$ cat config.mk
export PLATFORM = sky130hd
export DESIGN_NAME = hmb_regs
export DESIGN_NICKNAME = d
export VERILOG_FILES = /design/src/design/hmb_pkg.sv /design/src/design/hmb_regs.sv /design/src/design/hmb_flag.sv /design/src/design/hmb_cmd_decode.sv
export SDC_FILE = /design/constraint.sdc
export NUM_CORES = 1
export LEC_CHECK = 0
export ABC_AREA = 1
export BUFFER_PORTS_ARGS = -buffer_cell sky130_fd_sc_hd__buf_2
export CAP_MARGIN = 30
export CORE_MARGIN = 3
export CORE_UTILIZATION = 58
export DETAILED_ROUTE_END_ITERATION = 8
export PLACE_DENSITY = 0.83
export SKIP_LAST_GASP = 1
export SLEW_MARGIN = 20
export SYNTH_ARGS = -nofsm -noshare
export SYNTH_HDL_FRONTEND = slang
export SYNTH_SLANG_ARGS = --single-unit
$ cat constraint.sdc
create_clock -name ref_clk -period 6.05 [get_ports ref_clk]
set_input_delay 0.3025 -clock ref_clk [delete_from_list [all_inputs] [get_ports ref_clk]]
set_output_delay 0.3025 -clock ref_clk [all_outputs]
set_load 0.01 [all_outputs]
$ cat src/design/hmb_pkg.sv
// Shared constants for the host miscellaneous and buffer control register group
package hmb_pkg;
    localparam int DATA_W = 16;
    localparam int CMD_W = 8;
    // Command codes
    localparam logic [7:0] CMD_RD_CHIP_ID = 8'h27;
    localparam logic [7:0] CMD_RD_SCRATCH = 8'h28;
    localparam logic [7:0] CMD_WR_SCRATCH = 8'hA8;
    localparam logic [7:0] CMD_WR_SW_RESET = 8'hA9;
    localparam logic [7:0] CMD_RD_ISO_LEN = 8'h2A;
    localparam logic [7:0] CMD_WR_ISO_LEN = 8'hAA;
    localparam logic [7:0] CMD_RD_ACK_LEN = 8'h2B;
    localparam logic [7:0] CMD_WR_ACK_LEN = 8'hAB;
    localparam logic [7:0] CMD_RD_BUF_STATUS = 8'h2C;
    // Reset key and values
    localparam logic [15:0] SW_RESET_KEY = 16'h00F6;
    localparam logic [15:0] SCRATCH_RST = 16'h0000;
    localparam logic [15:0] LEN_RST = 16'h0000;
    // Arbitrary identifier values, not those of any real part
    localparam logic [7:0] PRODUCT_CODE_DEF = 8'hA5;
    localparam logic [7:0] REVISION_CODE_DEF = 8'h01;
    // Status field positions
    localparam int ST_FIRST_FULL = 0;
    localparam int ST_SECOND_FULL = 1;
    localparam int ST_ACK_FULL = 2;
    localparam int ST_FIRST_DONE = 3;
    localparam int ST_SECOND_DONE = 4;
    localparam int ST_ACK_DONE = 5;
    localparam int ST_FLAGS = 6;
    // Total buffer RAM size in bytes
    localparam logic [16:0] BUF_RAM_BYTES = 17'h01000;
endpackage : hmb_pkg

$ cat src/design/hmb_regs.sv
// Host miscellaneous and buffer length/status register group
// What this block does
// RULE1: Read code 27 returns a read-only identifier, product byte high and revision byte low.
// RULE2: A 16-bit scratch register is written by code A8, read by code 28, and resets to zero.
// RULE3: Software writes F6 with code A9 to reset the controller, which then clears all registers.
// RULE4: The software reset touches register state only, never the buffer memory contents.
// RULE5: Code AA writes and 2A reads the isochronous length, which sizes both iso buffers alike.
// RULE6: Software keeps ack length plus twice the iso length within 1000H bytes of buffer RAM.
// RULE7: Code AB writes and 2B reads the 16-bit acknowledged list buffer length.
// RULE8: Code 2C reads a read-only buffer status whose bits 15 to 6 read as zero.
// RULE9: Status bits 5, 4, 3 show the ack, second iso and first iso buffers have been read.
// RULE10: Status bits 2, 1, 0 show the ack, second iso and first iso buffers are full.
// RULE11: Non-key writes to the reset code and writes aimed at read-only registers do nothing.
// RULE12: After any reset both lengths and the status read zero until reprogrammed or set.
module hmb_regs #(
    parameter logic [7:0] PRODUCT_CODE = hmb_pkg::PRODUCT_CODE_DEF,
    parameter logic [7:0] REVISION_CODE = hmb_pkg::REVISION_CODE_DEF
) (
    // Clock, reset, enable
    input wire logic ref_clk,
    input wire logic nrst,
    input wire logic clk_en,
    // Command access from the processor bus logic (same clock)
    input wire logic [7:0] cmd,
    input wire logic rd,
    input wire logic wr,
    input wire logic [15:0] wdata,
    // Read answer
    output logic [15:0] rdata,
    output logic rvalid,
    // Buffer events from the transfer engine (same clock, one-cycle pulses)
    input wire logic [2:0] full_set,
    input wire logic [2:0] full_clr,
    input wire logic [2:0] done_set,
    input wire logic [2:0] done_clr,
    // Register values to the buffer logic
    output logic [15:0] iso_length_value,
    output logic [15:0] ack_length_value,
    output logic len_overflow,
    output logic soft_reset_pulse
);
    typedef struct packed {
        logic [15:0] scratch;
        logic [15:0] iso_len;
        logic [15:0] ack_len;
        logic [15:0] rdata;
        logic rvalid;
        logic soft_rst;
        logic overflow;
    } hmb_regs_state_t;

    hmb_regs_state_t st_reg;
    hmb_regs_state_t st_next;

    logic rd_id;
    logic rd_scratch;
    logic rd_iso;
    logic rd_ack;
    logic rd_status;
    logic wr_scratch;
    logic wr_iso;
    logic wr_ack;
    logic wr_reset;
    logic rd_known;
    logic key_hit;
    logic [5:0] flags;
    logic [2:0] soft_vec;
    logic [16:0] total_bytes;

    hmb_cmd_decode u_dec (
        .cmd(cmd),
        .rd(rd),
        .wr(wr),
        .rd_id(rd_id),
        .rd_scratch(rd_scratch),
        .rd_iso(rd_iso),
        .rd_ack(rd_ack),
        .rd_status(rd_status),
        .wr_scratch(wr_scratch),
        .wr_iso(wr_iso),
        .wr_ack(wr_ack),
        .wr_reset(wr_reset),
        .rd_known(rd_known)
    );

    // Only the exact key triggers; any other value is dropped
    assign key_hit = wr_reset && (wdata == hmb_pkg::SW_RESET_KEY); // see RULE3 see RULE11
    assign soft_vec = {3{st_reg.soft_rst}};

    // Bits 0..2 full, 3..5 done; each in order first iso, second iso, ack
    genvar gi;
    generate
        for (gi = 0; gi < 3; gi++) begin : g_flag
            hmb_flag u_full (
                .ref_clk(ref_clk),
                .nrst(nrst),
                .clk_en(clk_en),
                .soft_clr(soft_vec[gi]),
                .set_evt(full_set[gi]),
                .clr_evt(full_clr[gi]),
                .flag(flags[hmb_pkg::ST_FIRST_FULL + gi])
            ); // see RULE10
            hmb_flag u_done (
                .ref_clk(ref_clk),
                .nrst(nrst),
                .clk_en(clk_en),
                .soft_clr(soft_vec[gi]),
                .set_evt(done_set[gi]),
                .clr_evt(done_clr[gi]),
                .flag(flags[hmb_pkg::ST_FIRST_DONE + gi])
            ); // see RULE9
        end
    endgenerate

    // Budget check only flags misuse; the lengths are still taken as written
    assign total_bytes = {1'b0, st_reg.ack_len} + {st_reg.iso_len, 1'b0}; // see RULE6

    always_comb begin
        st_next = st_reg;
        st_next.rvalid = rd_known;
        st_next.soft_rst = key_hit;
        st_next.overflow = (total_bytes > hmb_pkg::BUF_RAM_BYTES) || st_reg.iso_len[15];
        if (rd_id) begin
            st_next.rdata = {PRODUCT_CODE, REVISION_CODE}; // see RULE1
        end else if (rd_scratch) begin
            st_next.rdata = st_reg.scratch; // see RULE2
        end else if (rd_iso) begin
            st_next.rdata = st_reg.iso_len; // see RULE5
        end else if (rd_ack) begin
            st_next.rdata = st_reg.ack_len; // see RULE7
        end else if (rd_status) begin
            st_next.rdata = {10'h000, flags}; // see RULE8
        end
        // Registers clear the cycle after the key; buffer RAM lives elsewhere.
        // The clear comes first so a write taken in that same cycle still lands.
        if (st_reg.soft_rst) begin
            st_next.scratch = hmb_pkg::SCRATCH_RST; // see RULE3 see RULE4
            st_next.iso_len = hmb_pkg::LEN_RST; // see RULE12
            st_next.ack_len = hmb_pkg::LEN_RST; // see RULE12
            st_next.overflow = 1'b0;
        end
        // Writes to read-only codes decode to nothing and fall through
        if (wr_scratch) begin
            st_next.scratch = wdata; // see RULE2
        end
        if (wr_iso) begin
            st_next.iso_len = wdata; // see RULE5
        end
        if (wr_ack) begin
            st_next.ack_len = wdata; // see RULE7
        end
    end

    always_ff @(posedge ref_clk or negedge nrst) begin
        if (!nrst) begin
            st_reg <= '0;
        end else if (clk_en) begin
            st_reg <= st_next;
        end
    end

    assign rdata = st_reg.rdata;
    assign rvalid = st_reg.rvalid;
    assign iso_length_value = st_reg.iso_len;
    assign ack_length_value = st_reg.ack_len;
    assign len_overflow = st_reg.overflow;
    assign soft_reset_pulse = st_reg.soft_rst;
endmodule // hmb_regs

$ cat src/design/hmb_flag.sv
// One buffer status flag: set by an event, cleared by an event, set wins
module hmb_flag (
    // Clock and reset
    input wire logic ref_clk,
    input wire logic nrst,
    input wire logic clk_en,
    input wire logic soft_clr,
    // Events
    input wire logic set_evt,
    input wire logic clr_evt,
    // State
    output logic flag
);
    typedef struct packed {
        logic flag;
    } hmb_flag_state_t;

    hmb_flag_state_t st_reg;
    hmb_flag_state_t st_next;

    always_comb begin
        st_next = st_reg;
        if (soft_clr) begin
            st_next.flag = 1'b0; // see RULE12
        end
        if (clr_evt) begin
            st_next.flag = 1'b0;
        end
        // A set arriving with a clear is not lost
        if (set_evt) begin
            st_next.flag = 1'b1;
        end
    end

    always_ff @(posedge ref_clk or negedge nrst) begin
        if (!nrst) begin
            st_reg <= '0;
        end else if (clk_en) begin
            st_reg <= st_next;
        end
    end

    assign flag = st_reg.flag;
endmodule // hmb_flag

$ cat src/design/hmb_cmd_decode.sv
// Decodes a command code into register select strobes
module hmb_cmd_decode (
    // Command
    input wire logic [7:0] cmd,
    input wire logic rd,
    input wire logic wr,
    // Strobes
    output logic rd_id,
    output logic rd_scratch,
    output logic rd_iso,
    output logic rd_ack,
    output logic rd_status,
    output logic wr_scratch,
    output logic wr_iso,
    output logic wr_ack,
    output logic wr_reset,
    output logic rd_known
);
    always_comb begin
        rd_id = rd && (cmd == hmb_pkg::CMD_RD_CHIP_ID); // see RULE1
        rd_scratch = rd && (cmd == hmb_pkg::CMD_RD_SCRATCH); // see RULE2
        rd_iso = rd && (cmd == hmb_pkg::CMD_RD_ISO_LEN); // see RULE5
        rd_ack = rd && (cmd == hmb_pkg::CMD_RD_ACK_LEN); // see RULE7
        rd_status = rd && (cmd == hmb_pkg::CMD_RD_BUF_STATUS); // see RULE8
        wr_scratch = wr && (cmd == hmb_pkg::CMD_WR_SCRATCH); // see RULE2
        wr_iso = wr && (cmd == hmb_pkg::CMD_WR_ISO_LEN); // see RULE5
        wr_ack = wr && (cmd == hmb_pkg::CMD_WR_ACK_LEN); // see RULE7
        wr_reset = wr && (cmd == hmb_pkg::CMD_WR_SW_RESET); // see RULE3
        rd_known = rd_id | rd_scratch | rd_iso | rd_ack | rd_status;
    end
endmodule // hmb_cmd_decode

# --- After elaboration in Yosys (flattened, before gate mapping) ---
# Cells that the tools add are included.
classes:
  bitwise_logic: 4
  reduce_logical: 31
  mux: 23
  addsub: 1
  n_eq_ne: 10
  n_lt_le_gt_ge: 1
ops:
  columns: ["operator", "count"]
  rows:
  - ["$mux 16", 8]
  - ["$mux 48", 1]
  - ["$eq 8x6->1 const B", 5]
  - ["$eq 8x8->1 const B", 4]
  - ["$reduce_and 2->1", 10]
  - ["$reduce_bool 3->1", 6]
  - ["$add 16x17->17", 1]
  - ["$gt 17x13->1 const B", 1]
  - ["$eq 16x8->1 const B", 1]
  - ["$mux 1", 14]
  - ["$logic_and 1x1->1", 10]
  - ["$reduce_bool 2->1", 3]
  - ["$reduce_bool 5->1", 1]
  - ["$or 1x1->1", 4]
  - ["$logic_or 1x1->1", 1]
word_totals:
  wordCells: 83
  register_bits: 73

# --- Longest topological paths before layout ---
# Gate-level depths: netlist of the first run.
logic_depth:
  word_depth: 7
  depth_mapped: 17

# --- Hierarchy ---
# A second synthesis of the first run with hierarchy kept.
unflattened:
  cells_unflattened: 618
  hier_area_um2: 4591.9
modules_own_cells:
  columns: ["module", "area_each_um2", "cells_per_inst", "seq_area_each_um2", "n_inst"]
  rows:
  - ["hmb_regs", 4154.0, 550, 1676.6, 1]
  - ["hmb_flag", 41.3, 5, 25.0, 6]
  - ["hmb_cmd_decode", 190.2, 38, 0.0, 1]

# --- Worst setup path after synthesis of the first run ---
# OpenSTA, ideal clock, no wires.
synth_path:
  path_type: "reg-to-reg"
  startpoint: "reg st_reg, in the netlist iso_length_value[0]"
  endpoint: "reg st_reg, in the netlist len_overflow"
  period_less_slack_ps: 1951
  required_ps: 5934
  path_slack_ps: 4099
  arrival_ps: 1835
  setup_time_ps: 116
  path_buffers: 0
  stages_incl_launch_ff: 17
  cell_sequence: "dfrtp_1 ha_1 fa_1 nand3_1 nand3_1 nand2_1 nand2_1 nand2_1 nand2_1 inv_1 nand2_1 nor2_1 nand2_1 nand2_1 nand2_1 nand2_1 nand2_1"
synth_via:
  elab_chain_len: 4
synth_rtl:
  columns: ["element", "line", "source"]
  rows:
  - ["from (decl)", "hmb_regs.sv:52", "hmb_regs_state_t st_reg;"]
  - ["from (signal assigned)", "hmb_regs.sv:158", "st_reg <= st_next;"]
  - ["$add 16x17->17", "hmb_regs.sv:116", "assign total_bytes = {1'b0, st_reg.ack_len} + {st_reg.iso_len, 1'b0};"]
  - ["$gt 17x13->1", "hmb_regs.sv:122", "st_next.overflow = (total_bytes > hmb_pkg::BUF_RAM_BYTES) || st_reg.iso_len[15];"]
  - ["$logic_or 1x1->1", "hmb_regs.sv:122", null]
  - ["$mux 1", "hmb_regs.sv:136", "if (st_reg.soft_rst) begin"]
# Every way passes these cells.
# A chain may end at the register's enable or synchronous reset.

# --- Worst setup path in the final report of the first run ---
# Ends and elaborated chain as after synthesis.

==> results of run 1 <==
[routing by layer]
layer | part of all wire | vias to the layer above | track usage
li1 | - | 2031 | -
met1 | 0.43 | 2025 | 0.3917
met2 | 0.46 | 216 | 0.4410
met3 | 0.084 | 32 | 0.07809
met4 | 0.026 | 0 | 0.08894
met5 | 0 | - | 0
[cell usage in the layout (no fill, tap or decap), types with 2 or more instances in the layout]
master,netlist,layout
clkbuf_8,0,12
dfrtp_1,73,73
nand4_1,9,9
nand2_2,2,2
nand3_1,40,40
and2_1,2,2
clkinv_1,2,2
a32o_1,6,6
nand3_2,2,2
a211oi_1,5,5
ha_1,15,15
o21ai_0,25,25
a21oi_1,18,18
buf_4,48,2
nor4_1,3,3
inv_1,95,95
clkbuf_1,8,2
nor3_1,4,4
nand2_1,146,146
nor2_1,32,32
o21ai_1,9,9
buf_2,4,91
o221ai_1,6,6
o22ai_1,35,35
[worst register-to-register path: cells and delay by family, from the launching register on]
kind / cells / cell delay (ns)
adder cells (fa/ha/maj): 2 / 0.76
AND/OR/NAND/NOR: 12 / 1.17
flip-flops: 1 / 0.43
[power by group through the flow]
stage               sequential [W]  combinational, W  clock [W]
global placement          0.000546          0.000197          0
detailed placement        0.000546          0.000201          0
CTS                       0.000537          0.000202   0.000403
finish                    0.000538          0.000207   0.000398
global route              0.000541          0.000233   0.000427
floorplan                 0.000539          0.000153          0
[logic make-up (layout without fill, tap and decap cells)]
logic type	count (synthesis)	in the layout	share of synthesized area
xor gates and xnor gates	2	2	0.003827
AOI/OAI and AO/OA	107	107	0.1440
adders and majority gates	16	16	0.04537
DFF	73	73	0.3990
buffers and inverters	160	209	0.1735
and+or+nand+nor	246	246	0.2342
[per-stage QoR]
stage	area, µm²	instances	power (W)
finish	4999	752	0.001142
global route	4999	752	0.001200
CTS	4950	749	0.001143
detailed placement	4742	733	0.0007474
global placement	4742	733	0.0007426
floorplan	4578	604	0.0006927
[path summary, 6_finish.rpt]
path                                           from                     to  slack [ns]  cells past startpoint
max in group asynchronous                      nrst    iso_length_value[3]        5.06                      4
worst min-delay path                    done_set[0]  g_flag[0].u_done.flag        0.17                      2
worst max-delay path            iso_length_value[0]           len_overflow        3.61                     14
worst min register to register             rdata[7]               rdata[7]        0.48                      2
worst max register to register  iso_length_value[0]           len_overflow        3.61                     14
min in group asynchronous                      nrst   iso_length_value[12]        0.45                      3
[final cells by class]
type                    instances  area share
multi-input cells             371      0.3915
flip-flops and latches         73      0.3655
repair buffers                 96      0.1039
inverters                      97     0.07284
clock buffers                  14     0.03454
well taps                      99     0.02478
clock inverters                 2    0.007009
==> impl_metrics.csv, run 1 <==
group,metric,value,unit
setup_path,crit_buf_inv,0,
drt,vias,4304,
die,dieArea,8996,µm²
final_layout,seqCellArea,1827,µm²
sta,setup_viol,0,
clock_tree,numCtsBuffers,9,
drt,wirelength,12260,µm
pwr,clkPwrFrac,0.348,
die,dieHeight,94.85,µm
pwr,leakage,2.810,nW
setup_path,timing_worst_setup_path_type,"reg2reg",
die,die_x,94.85,µm
sta,finalMaxSlewViolations,0,
run_status,status,"finished, final reports clean",
clock_tree,cts_tree,"built",
setup_path,crit_slowest_cell,"fa_1",
placed_design,dp_slack,3.651,ns
final_layout,post-route-util,0.6712,
placed_design,port-buffer-count,91,
pwr,internal_power,0.0008197,W
synth,synth_ff_type,"dfrtp_1",
final_layout,fill_cells,650,
clock_tree,clockBufferDepth,2,
synth,netlist_instances,604,
setup_path,slowest_delay,0.47,ns
synth,synth_common_cells,"nand2_1 (146), inv_1 (95), dfrtp_1 (73)",
final_layout,fin_nets,705,
drt,drtIter0Drc,435,
pwr,powerDensity,228.5,nW/µm²
drt,drt-vias-per-instance,5.723,
sta,fin_ws,3.607,ns
final_layout,drive_gt1_frac,0.1822,
setup_path,startpoint_type,"flip-flop",
sta,worstMarginPinSlew,0.8888,ns
clock_tree,clock-sinks,73,
grt,antenna_found_initial,0,
pwr,p_seq_frac,0.471,
drt,first_pass_iters,5,
clock_tree,postCtsHoldBufs,0,
clock_tree,h-tree-depth,3,
grt,grt_max_degree,74,
pwr,power.switching,0.0003224,W
grt,grt_overflow,0,
synth,synth_top_area_share,0.3990,
synth,synth_area_leaders,"dfrtp_1 (40%), nand2_1 (12%), buf_4 (7.9%), inv_1 (7.8%), o22ai_1 (4.8%)",
drt,antenna_left,0,
synth,ys_seq_area_frac,0.3990,
setup_path,cp.arrival,2.68,ns
final_layout,areaGrowthSynthToFinish,9.183,%
setup_path,worst_ep_required_time,6.29,ns
grt,grt_pass1_vias,3929,
die,core,7447,µm²
synth,synth.avg_cell_area,7.580,µm²
setup_path,path_delay_family,"simple AND/OR/NAND/NOR gates",
setup_path,path_max_fanout,4,
sta,finalClockSkew,0.005564,ns
synth,synth_nets,661,
placed_design,place_congestion,0.9613,
sta,fin_crit,2.443,ns
placed_design,dp.final_hpwl,9260,µm
grt,grt_use_total,0.2856,
clock_tree,cts-resized-gates,0,
synth,synth_seq_cells,73,
clock_tree,clock-root-buffer,"clkbuf_8",
synth,async_flop_share,1.000,
final_layout,multi_input_area,1957,µm²
flow_run,maxCapViolCount,0,
hold_path,hold_path.class,"in2reg",
synth,ys_types,38,
setup_path,crit_chain,"ha_1, fa_1, nand3_1, nand3_1, nand2_1, nand3_1, nor2_1, nand3_1, nor2_1, nand2_1, nand2_1, nand2_1, nand2_1, nand2_1",
sta,rsz0062_at_grt,"no",
die,start_util,0.6148,
die,rows,31,
synth,synth_most_common_cell,"nand2_1",
synth,syn-cell-area,4578,µm²
die,pin_count,92,
final_layout,num_antenna_cells,0,
sta,worst_hold_slack,0.1703,ns
sta,fin_setup_tns,0,ns
drt,wire_per_inst,16.30,µm
setup_path,end_kind,"flip-flop",
drt,route.detailed.drc,0,
synth,yosysTopAreaCell,"dfrtp_1",
synth,synth_edf_count,0,
grt,grt_pass1_wl,19620,µm
clock_tree,clock_latency,0.35,ns
pwr,p_sw_frac,0.2823,
clock_tree,path_clk_slew,0.07,ns
clock_tree,cts_setup_buffers,0,
sta,fin_crit_sh,0.4037,
sta,slew_headroom,0.4058,
sta,finalHoldViolations,0,
sta,fmax,409.4,MHz
pwr,peakVddDrop,0.1262,mV
synth,yosys_warnings,0,
pwr,power_frac_comb,0.181,
setup_path,cpMostUsedCell,"nand2_1",
Note: power is estimated with default switching activity, not from simulation.
==> run 2, diff against run 1 <==
- CORE_UTILIZATION: 58 -> 50
- PLACE_DENSITY: 0.83 -> 0.76
- clock period: 6.05 -> 2 ns (I/O delays scaled with it)
==> run 2 against run 1 <==
Non-clock buffer count grew 34. Cell area grew 8.3%. Flip-flop and latch count is the same. Wire length grew 6.8%. Clock skew grew 0.0052 ns. Sequential share of layout area shrank 2.8 points. Count of clock-buffer cells in the layout shrank 4. Core utilization shrank 5.7 points. Clock power grew to 3.2 times the previous value. Die area grew 15%. First-iteration DRC count shrank 34%. Final cell count grew 5.7%.
==> impl_metrics.csv, run 2 (synthesis gave the netlist of run 1 again) <==
group,metric,value,unit
setup_path,startpoint_type,"flip-flop",
pwr,powerDensity,668.7,nW/µm²
clock_tree,clock_latency,0.34,ns
clock_tree,path_clk_slew,0.08,ns
sta,fmax,506.7,MHz
pwr,power_frac_comb,0.196,
clock_tree,clockBufferDepth,2,
grt,grt_overflow,0,
drt,drt-vias-per-instance,5.572,
sta,fin_ws,0.02627,ns
sta,rsz0062_at_grt,"yes",
placed_design,port-buffer-count,91,
grt,grt_pass1_wl,20290,µm
drt,wire_per_inst,16.47,µm
final_layout,fill_cells,799,
placed_design,dp.final_hpwl,9940,µm
setup_path,worst_ep_required_time,2.23,ns
grt,grt_use_total,0.2517,
placed_design,placed_cell_area,4976,µm²
run_status,status,"finished, final reports clean",
drt,met2_length,6233,µm
final_layout,fin_nets,739,
sta,fin_setup_tns,0,ns
grt,grt_max_degree,74,
clock_tree,clock-sinks,73,
flow_run,maxCapViolCount,0,
sta,finalMaxSlewViolations,0,
setup_path,end_kind,"flip-flop",
drt,drtIter0Drc,286,
drt,vias,4430,
die,dieArea,10340,µm²
pwr,power.switching,0.001056,W
final_layout,final_cell_mix,"nand2_1 (138), inv_1 (95), buf_2 (91)",
final_layout,seqCellArea,1828,µm²
drt,met1_length,5285,µm
pwr,clkPwrFrac,0.355,
die,rows,34,
setup_path,path_max_fanout,4,
drt,wirelength,13090,µm
pwr,p_seq_frac,0.449,
sta,worst_hold_slack,0.06226,ns
clock_tree,cts_tree,"built",
final_layout,areaGrowthSynthToFinish,18.23,%
drt,highest_layer,"met4",
final_layout,post-route-util,0.6147,
pwr,internal_power,0.002564,W
pwr,p_sw_frac,0.2917,
die,die_x,101.7,µm
clock_tree,numCtsBuffers,9,
die,start_util,0.5199,
sta,fin_crit_sh,0.9869,
final_layout,multi_input_area,2090,µm²
sta,fin_crit,1.974,ns
hold_path,hold_path.class,"in2reg",
grt,antenna_found_initial,0,
sta,worstMarginPinSlew,0.4810,ns
placed_design,place_congestion,0.9641,
pwr,leakage,2.967,nW
sta,finalClockSkew,0.01081,ns
setup_path,timing_worst_setup_path_type,"reg2reg",
drt,first_pass_iters,7,
final_layout,final_common_cell,"nand2_1",
die,pin_count,92,
final_layout,num_antenna_cells,0,
sta,finalHoldViolations,0,
clock_tree,h-tree-depth,3,
die,dieHeight,101.7,µm
drt,wl_met3,1055,µm
pwr,peakVddDrop,0.4509,mV
clock_tree,clock-root-buffer,"clkbuf_8",
drt,route.detailed.drc,0,
sta,setup_viol,0,
setup_path,cp.arrival,2.21,ns
grt,grt_pass1_vias,4250,
drt,antenna_left,0,
sta,slew_headroom,0.6786,
final_layout,stdcell_area,5413,µm²
die,core,8806,µm²
final_layout,drive_gt1_frac,0.2533,
placed_design,dp_slack,-0.1138,ns
[run 2: changes by cell type in the layout (fill, tap and decap cells not counted), moves of 3 or more]
cell           change
nand2_2            +7
ha_1               -8
dlygate4sd3_1      +6
clkbuf_8           -3
ha_2               +3
buf_4             +29
nand3_1            -3
nor2_2             +5
nor2_1             -5
ha_4               +5
nand2_1            -8
[run 2: cell type report]
class	instances	area share
Multi-Input combinational cell	371	0.3860
Timing Repair Buffer	130	0.1438
Clock inverter	6	0.01664
Inverter	97	0.06727
Clock buffer	10	0.02358
Sequential cell	73	0.3377
Tap cell	108	0.02497
[run 2: worst paths after layout]
check / slack, ns / start / end / cells after the start
setup / recovery: 0.03 / iso_length_value[8] / len_overflow / 15
setup reg to reg: 0.03 / iso_length_value[8] / len_overflow / 15
min in group asynchronous: 0.28 / nrst / st_reg[52] / 3
hold / removal: 0.06 / wdata[3] / soft_reset_pulse / 4
hold reg to reg: 0.48 / rdata[14] / rdata[14] / 2
max in group asynchronous: 1.37 / nrst / ack_length_value[2] / 3
[run 2: worst max-delay path, cell delays in order, from the launching register on]
cell     delay (ns)
dfrtp_1        0.41
ha_1           0.38
nand2_1        0.13
inv_1          0.05
nand2_1        0.06
nand2_1        0.06
a21oi_1        0.18
nand2_1        0.09
nand2_1        0.06
nand2_1        0.06
nor2_1         0.09
nand2_1        0.06
nor2_1         0.08
nand2_1        0.06
nand2_1        0.05
nand2_1        0.04
[run 2: what timing repair did]
item | 4_1_cts | 5_1_grt
endpoints found under the setup margin | 1 | 1
hold endpoints to repair | 79 | 0
gates cloned | 0 | 0
setup buffers | 0 | 2
hold buffers | 7 | 0
pin swaps | 4 | 11
gates resized for setup | 9 | 22
[run 2: routing by layer]
| layer | global-route usage | vias to the layer above |
|---|---|---|
| met5 | 0 | - |
| met3 | 0.04614 | 38 |
| li1 | - | 2091 |
| met1 | 0.3202 | 2069 |
| met4 | 0.1084 | 0 |
| met2 | 0.4195 | 232 |
[run 2: stage by stage]
| stage | power, W | cells |
|---|---|---|
| after floorplan | 0.002095 | 604 |
| after global placement | 0.002286 | 770 |
| after detailed placement | 0.002299 | 770 |
| after CTS | 0.003595 | 793 |
| after global routing | 0.003780 | 795 |
| final | 0.003620 | 795 |
[run 2: power groups by stage]
stage	clock (W)	combinational (W)	sequential, W
final	0.00128	0.000711	0.00162
after global routing	0.00136	0.000789	0.00163
after CTS	0.00130	0.000674	0.00162
after detailed placement	0	0.000653	0.00165
after global placement	0	0.000642	0.00164
after floorplan	0	0.000464	0.00163
==> run 3, diff against run 2 <==
- CORE_ASPECT_RATIO: default -> 1.4
- CORE_UTILIZATION: 50 -> 58
- CTS_CLUSTER_SIZE: default -> 16
- PLACE_DENSITY: 0.76 -> 0.83
- clock period: 2 -> 2.5 ns (I/O delays scaled with it)
==> run 3 against run 2 <==
Worst setup slack better by 0.26 ns. Non-clock buffer count is 25 lower. Fmax is 11% lower. Count of clock-buffer cells in the layout is 2 higher. Largest power group unchanged. Cell area is 6.7% lower. Final cell count is 4.5% lower. Flip-flop and latch count stayed put. Power is 27% lower. Hold slack better by 0.00084 ns. Core utilization is 5.9 points higher. Combinational power is 29% lower. Via count is 1.7% lower.
==> impl_metrics.csv, run 3 (synthesis gave the netlist of run 1 again) <==
group,metric,value,unit
setup_path,startpoint_type,"flip-flop",
sta,fin_ws,0.2872,ns
sta,finalHoldViolations,0,
setup_path,crit_slowest_cell,"fa_1",
die,rows,37,
die,dieHeight,111.1,µm
grt,grt_pass1_wl,20130,µm
sta,finalMaxSlewViolations,0,
drt,first_pass_iters,5,
die,die_x,81.09,µm
final_layout,areaGrowthSynthToFinish,10.30,%
die,start_util,0.6104,
sta,slew_headroom,0.6102,
setup_path,crit_buf_inv,1,
clock_tree,clock-sinks,73,
grt,grt_max_degree,74,
placed_design,port-buffer-count,91,
pwr,peakVddDrop,0.4600,mV
clock_tree,cts_setup_buffers,0,
sta,worstMarginPinSlew,0.5833,ns
drt,drt-vias-per-instance,5.736,
hold_path,min-delay-start,"wdata[15]",
pwr,powerDensity,524.5,nW/µm²
die,pin_count,92,
setup_path,cp.arrival,2.46,ns
final_layout,fin_nets,714,
hold_path,worstHoldEndpoint,"soft_reset_pulse",
setup_path,timing_worst_setup_path_type,"reg2reg",
drt,antenna_left,0,
setup_path,reg2reg_depth,16,
grt,grt_pass1_vias,4210,
clock_tree,clock_latency,0.35,ns
drt,met2_length,6155,µm
setup_path,path_delay_family,"simple AND/OR/NAND/NOR gates",
final_layout,num_antenna_cells,0,
drt,route.detailed.drc,0,
run_status,status,"finished, final reports clean",
clock_tree,cts_tree,"built",
setup_path,crit_chain,"ha_1, fa_1, nand3_1, nand3_1, nand2_1, nand2_1, nand2_1, nand2_1, inv_1, nand2_1, nor2_1, nand2_1, nand2_1, nand2_1, nand2_1, nand2_1",
drt,highest_layer,"met4",
sta,setup_viol,0,
setup_path,rr_endpoint,"len_overflow",
grt,grt_overflow,0,
grt,grt_use_total,0.2873,
placed_design,dp.final_hpwl,9349,µm
drt,wirelength,12350,µm
drt,met1_length,4787,µm
die,core,7500,µm²
setup_path,cpMostUsedCell,"nand2_1",
setup_path,path_max_fanout,4,
setup_path,slowest_delay,0.47,ns
drt,vias,4354,
sta,fin_crit_sh,0.8851,
clock_tree,clock-root-buffer,"clkbuf_8",
setup_path,worst_ep_required_time,2.75,ns
flow_run,maxCapViolCount,0,
setup_path,reg2reg_from,"ack_length_value[1]",
final_layout,drive_gt1_frac,0.1858,
sta,finalClockSkew,0.006681,ns
sta,rsz0062_at_grt,"no",
grt,antenna_found_initial,0,
setup_path,rrSetupSlack,0.29,ns
final_layout,final_cell_mix,"nand2_1 (146), inv_1 (95), buf_2 (91)",
drt,wl_met3,1037,µm
clock_tree,path_clk_slew,0.08,ns
hold_path,hold_path.class,"in2reg",
die,dieArea,9010,µm²
clock_tree,clockBufferDepth,2,
hold_path,holdPathStages,4,
sta,fin_setup_tns,0,ns
sta,fin_crit,2.213,ns
final_layout,final_common_cell,"nand2_1",
pwr,leakage,2.824,nW
placed_design,place_congestion,0.9821,
drt,drtIter0Drc,364,
clock_tree,h-tree-depth,3,
sta,fmax,451.9,MHz
placed_design,dp_slack,0.2915,ns
drt,wire_per_inst,16.27,µm
clock_tree,numCtsBuffers,9,
setup_path,end_kind,"flip-flop",
-- run 3: worst min-delay path, cell delays in order --
cell     delay, ns
buf_2         0.10
nor4_1        0.05
nand4_1       0.06
nand2_1       0.04
-- run 3: per-stage QoR --
step | util | instances | hold WS [ns] | cell area (µm²) | total power [W]
after floorplan | - | 604 | -0.1706 | 4578 | 0.001676
after global placement | 0.6360 | 735 | 0.3451 | 4770 | 0.001796
after detailed placement | 0.6360 | 735 | 0.3506 | 4770 | 0.001808
after CTS | 0.6683 | 757 | 0.01125 | 5012 | 0.002657
after global routing | 0.6733 | 759 | 0.1081 | 5050 | 0.002786
final | 0.6733 | 759 | 0.06310 | 5050 | 0.002649
-- run 3: area by class of cell --
cell class / count / area, µm²
fill: 668 / 2450
multi-input combinational: 371 / 1957
sequential: 73 / 1827
timing repair buffer: 105 / 598.1
inverter: 97 / 364.1
clock buffer: 12 / 155.1
tap: 97 / 121.4
clock inverter: 4 / 27.53
-- run 3: how the worst max path moves through the flow --
| stage | from | endpoint | cells past startpoint |
|---|---|---|---|
| after floorplan | iso_length_value[0] | len_overflow | 16 |
| after global placement | ack_length_value[1] | len_overflow | 14 |
| after detailed placement | ack_length_value[1] | len_overflow | 14 |
| after CTS | ack_length_value[1] | len_overflow | 14 |
| after global routing | iso_length_value[0] | len_overflow | 14 |
| final | ack_length_value[1] | len_overflow | 16 |
-- run 3: metal layers --
metal,GRT usage,up-vias
met4,0.1274,0
met2,0.4707,237
met1,0.3623,2041
met3,0.05447,36
met5,0,-
li1,-,2040
-- run 3: power breakdown --
group          switching (W)  leakage, nW  internal, W
Combinational       0.000310         1.89     0.000198
Sequential         0.0000502        0.845      0.00125
Clock               0.000429       0.0846     0.000413
Total               0.000789         2.82      0.00186
-- run 3: repair_timing --
item	CTS	global route
hold buffers	6	1
endpoints found under the hold margin	6	18
resized for setup	0	0
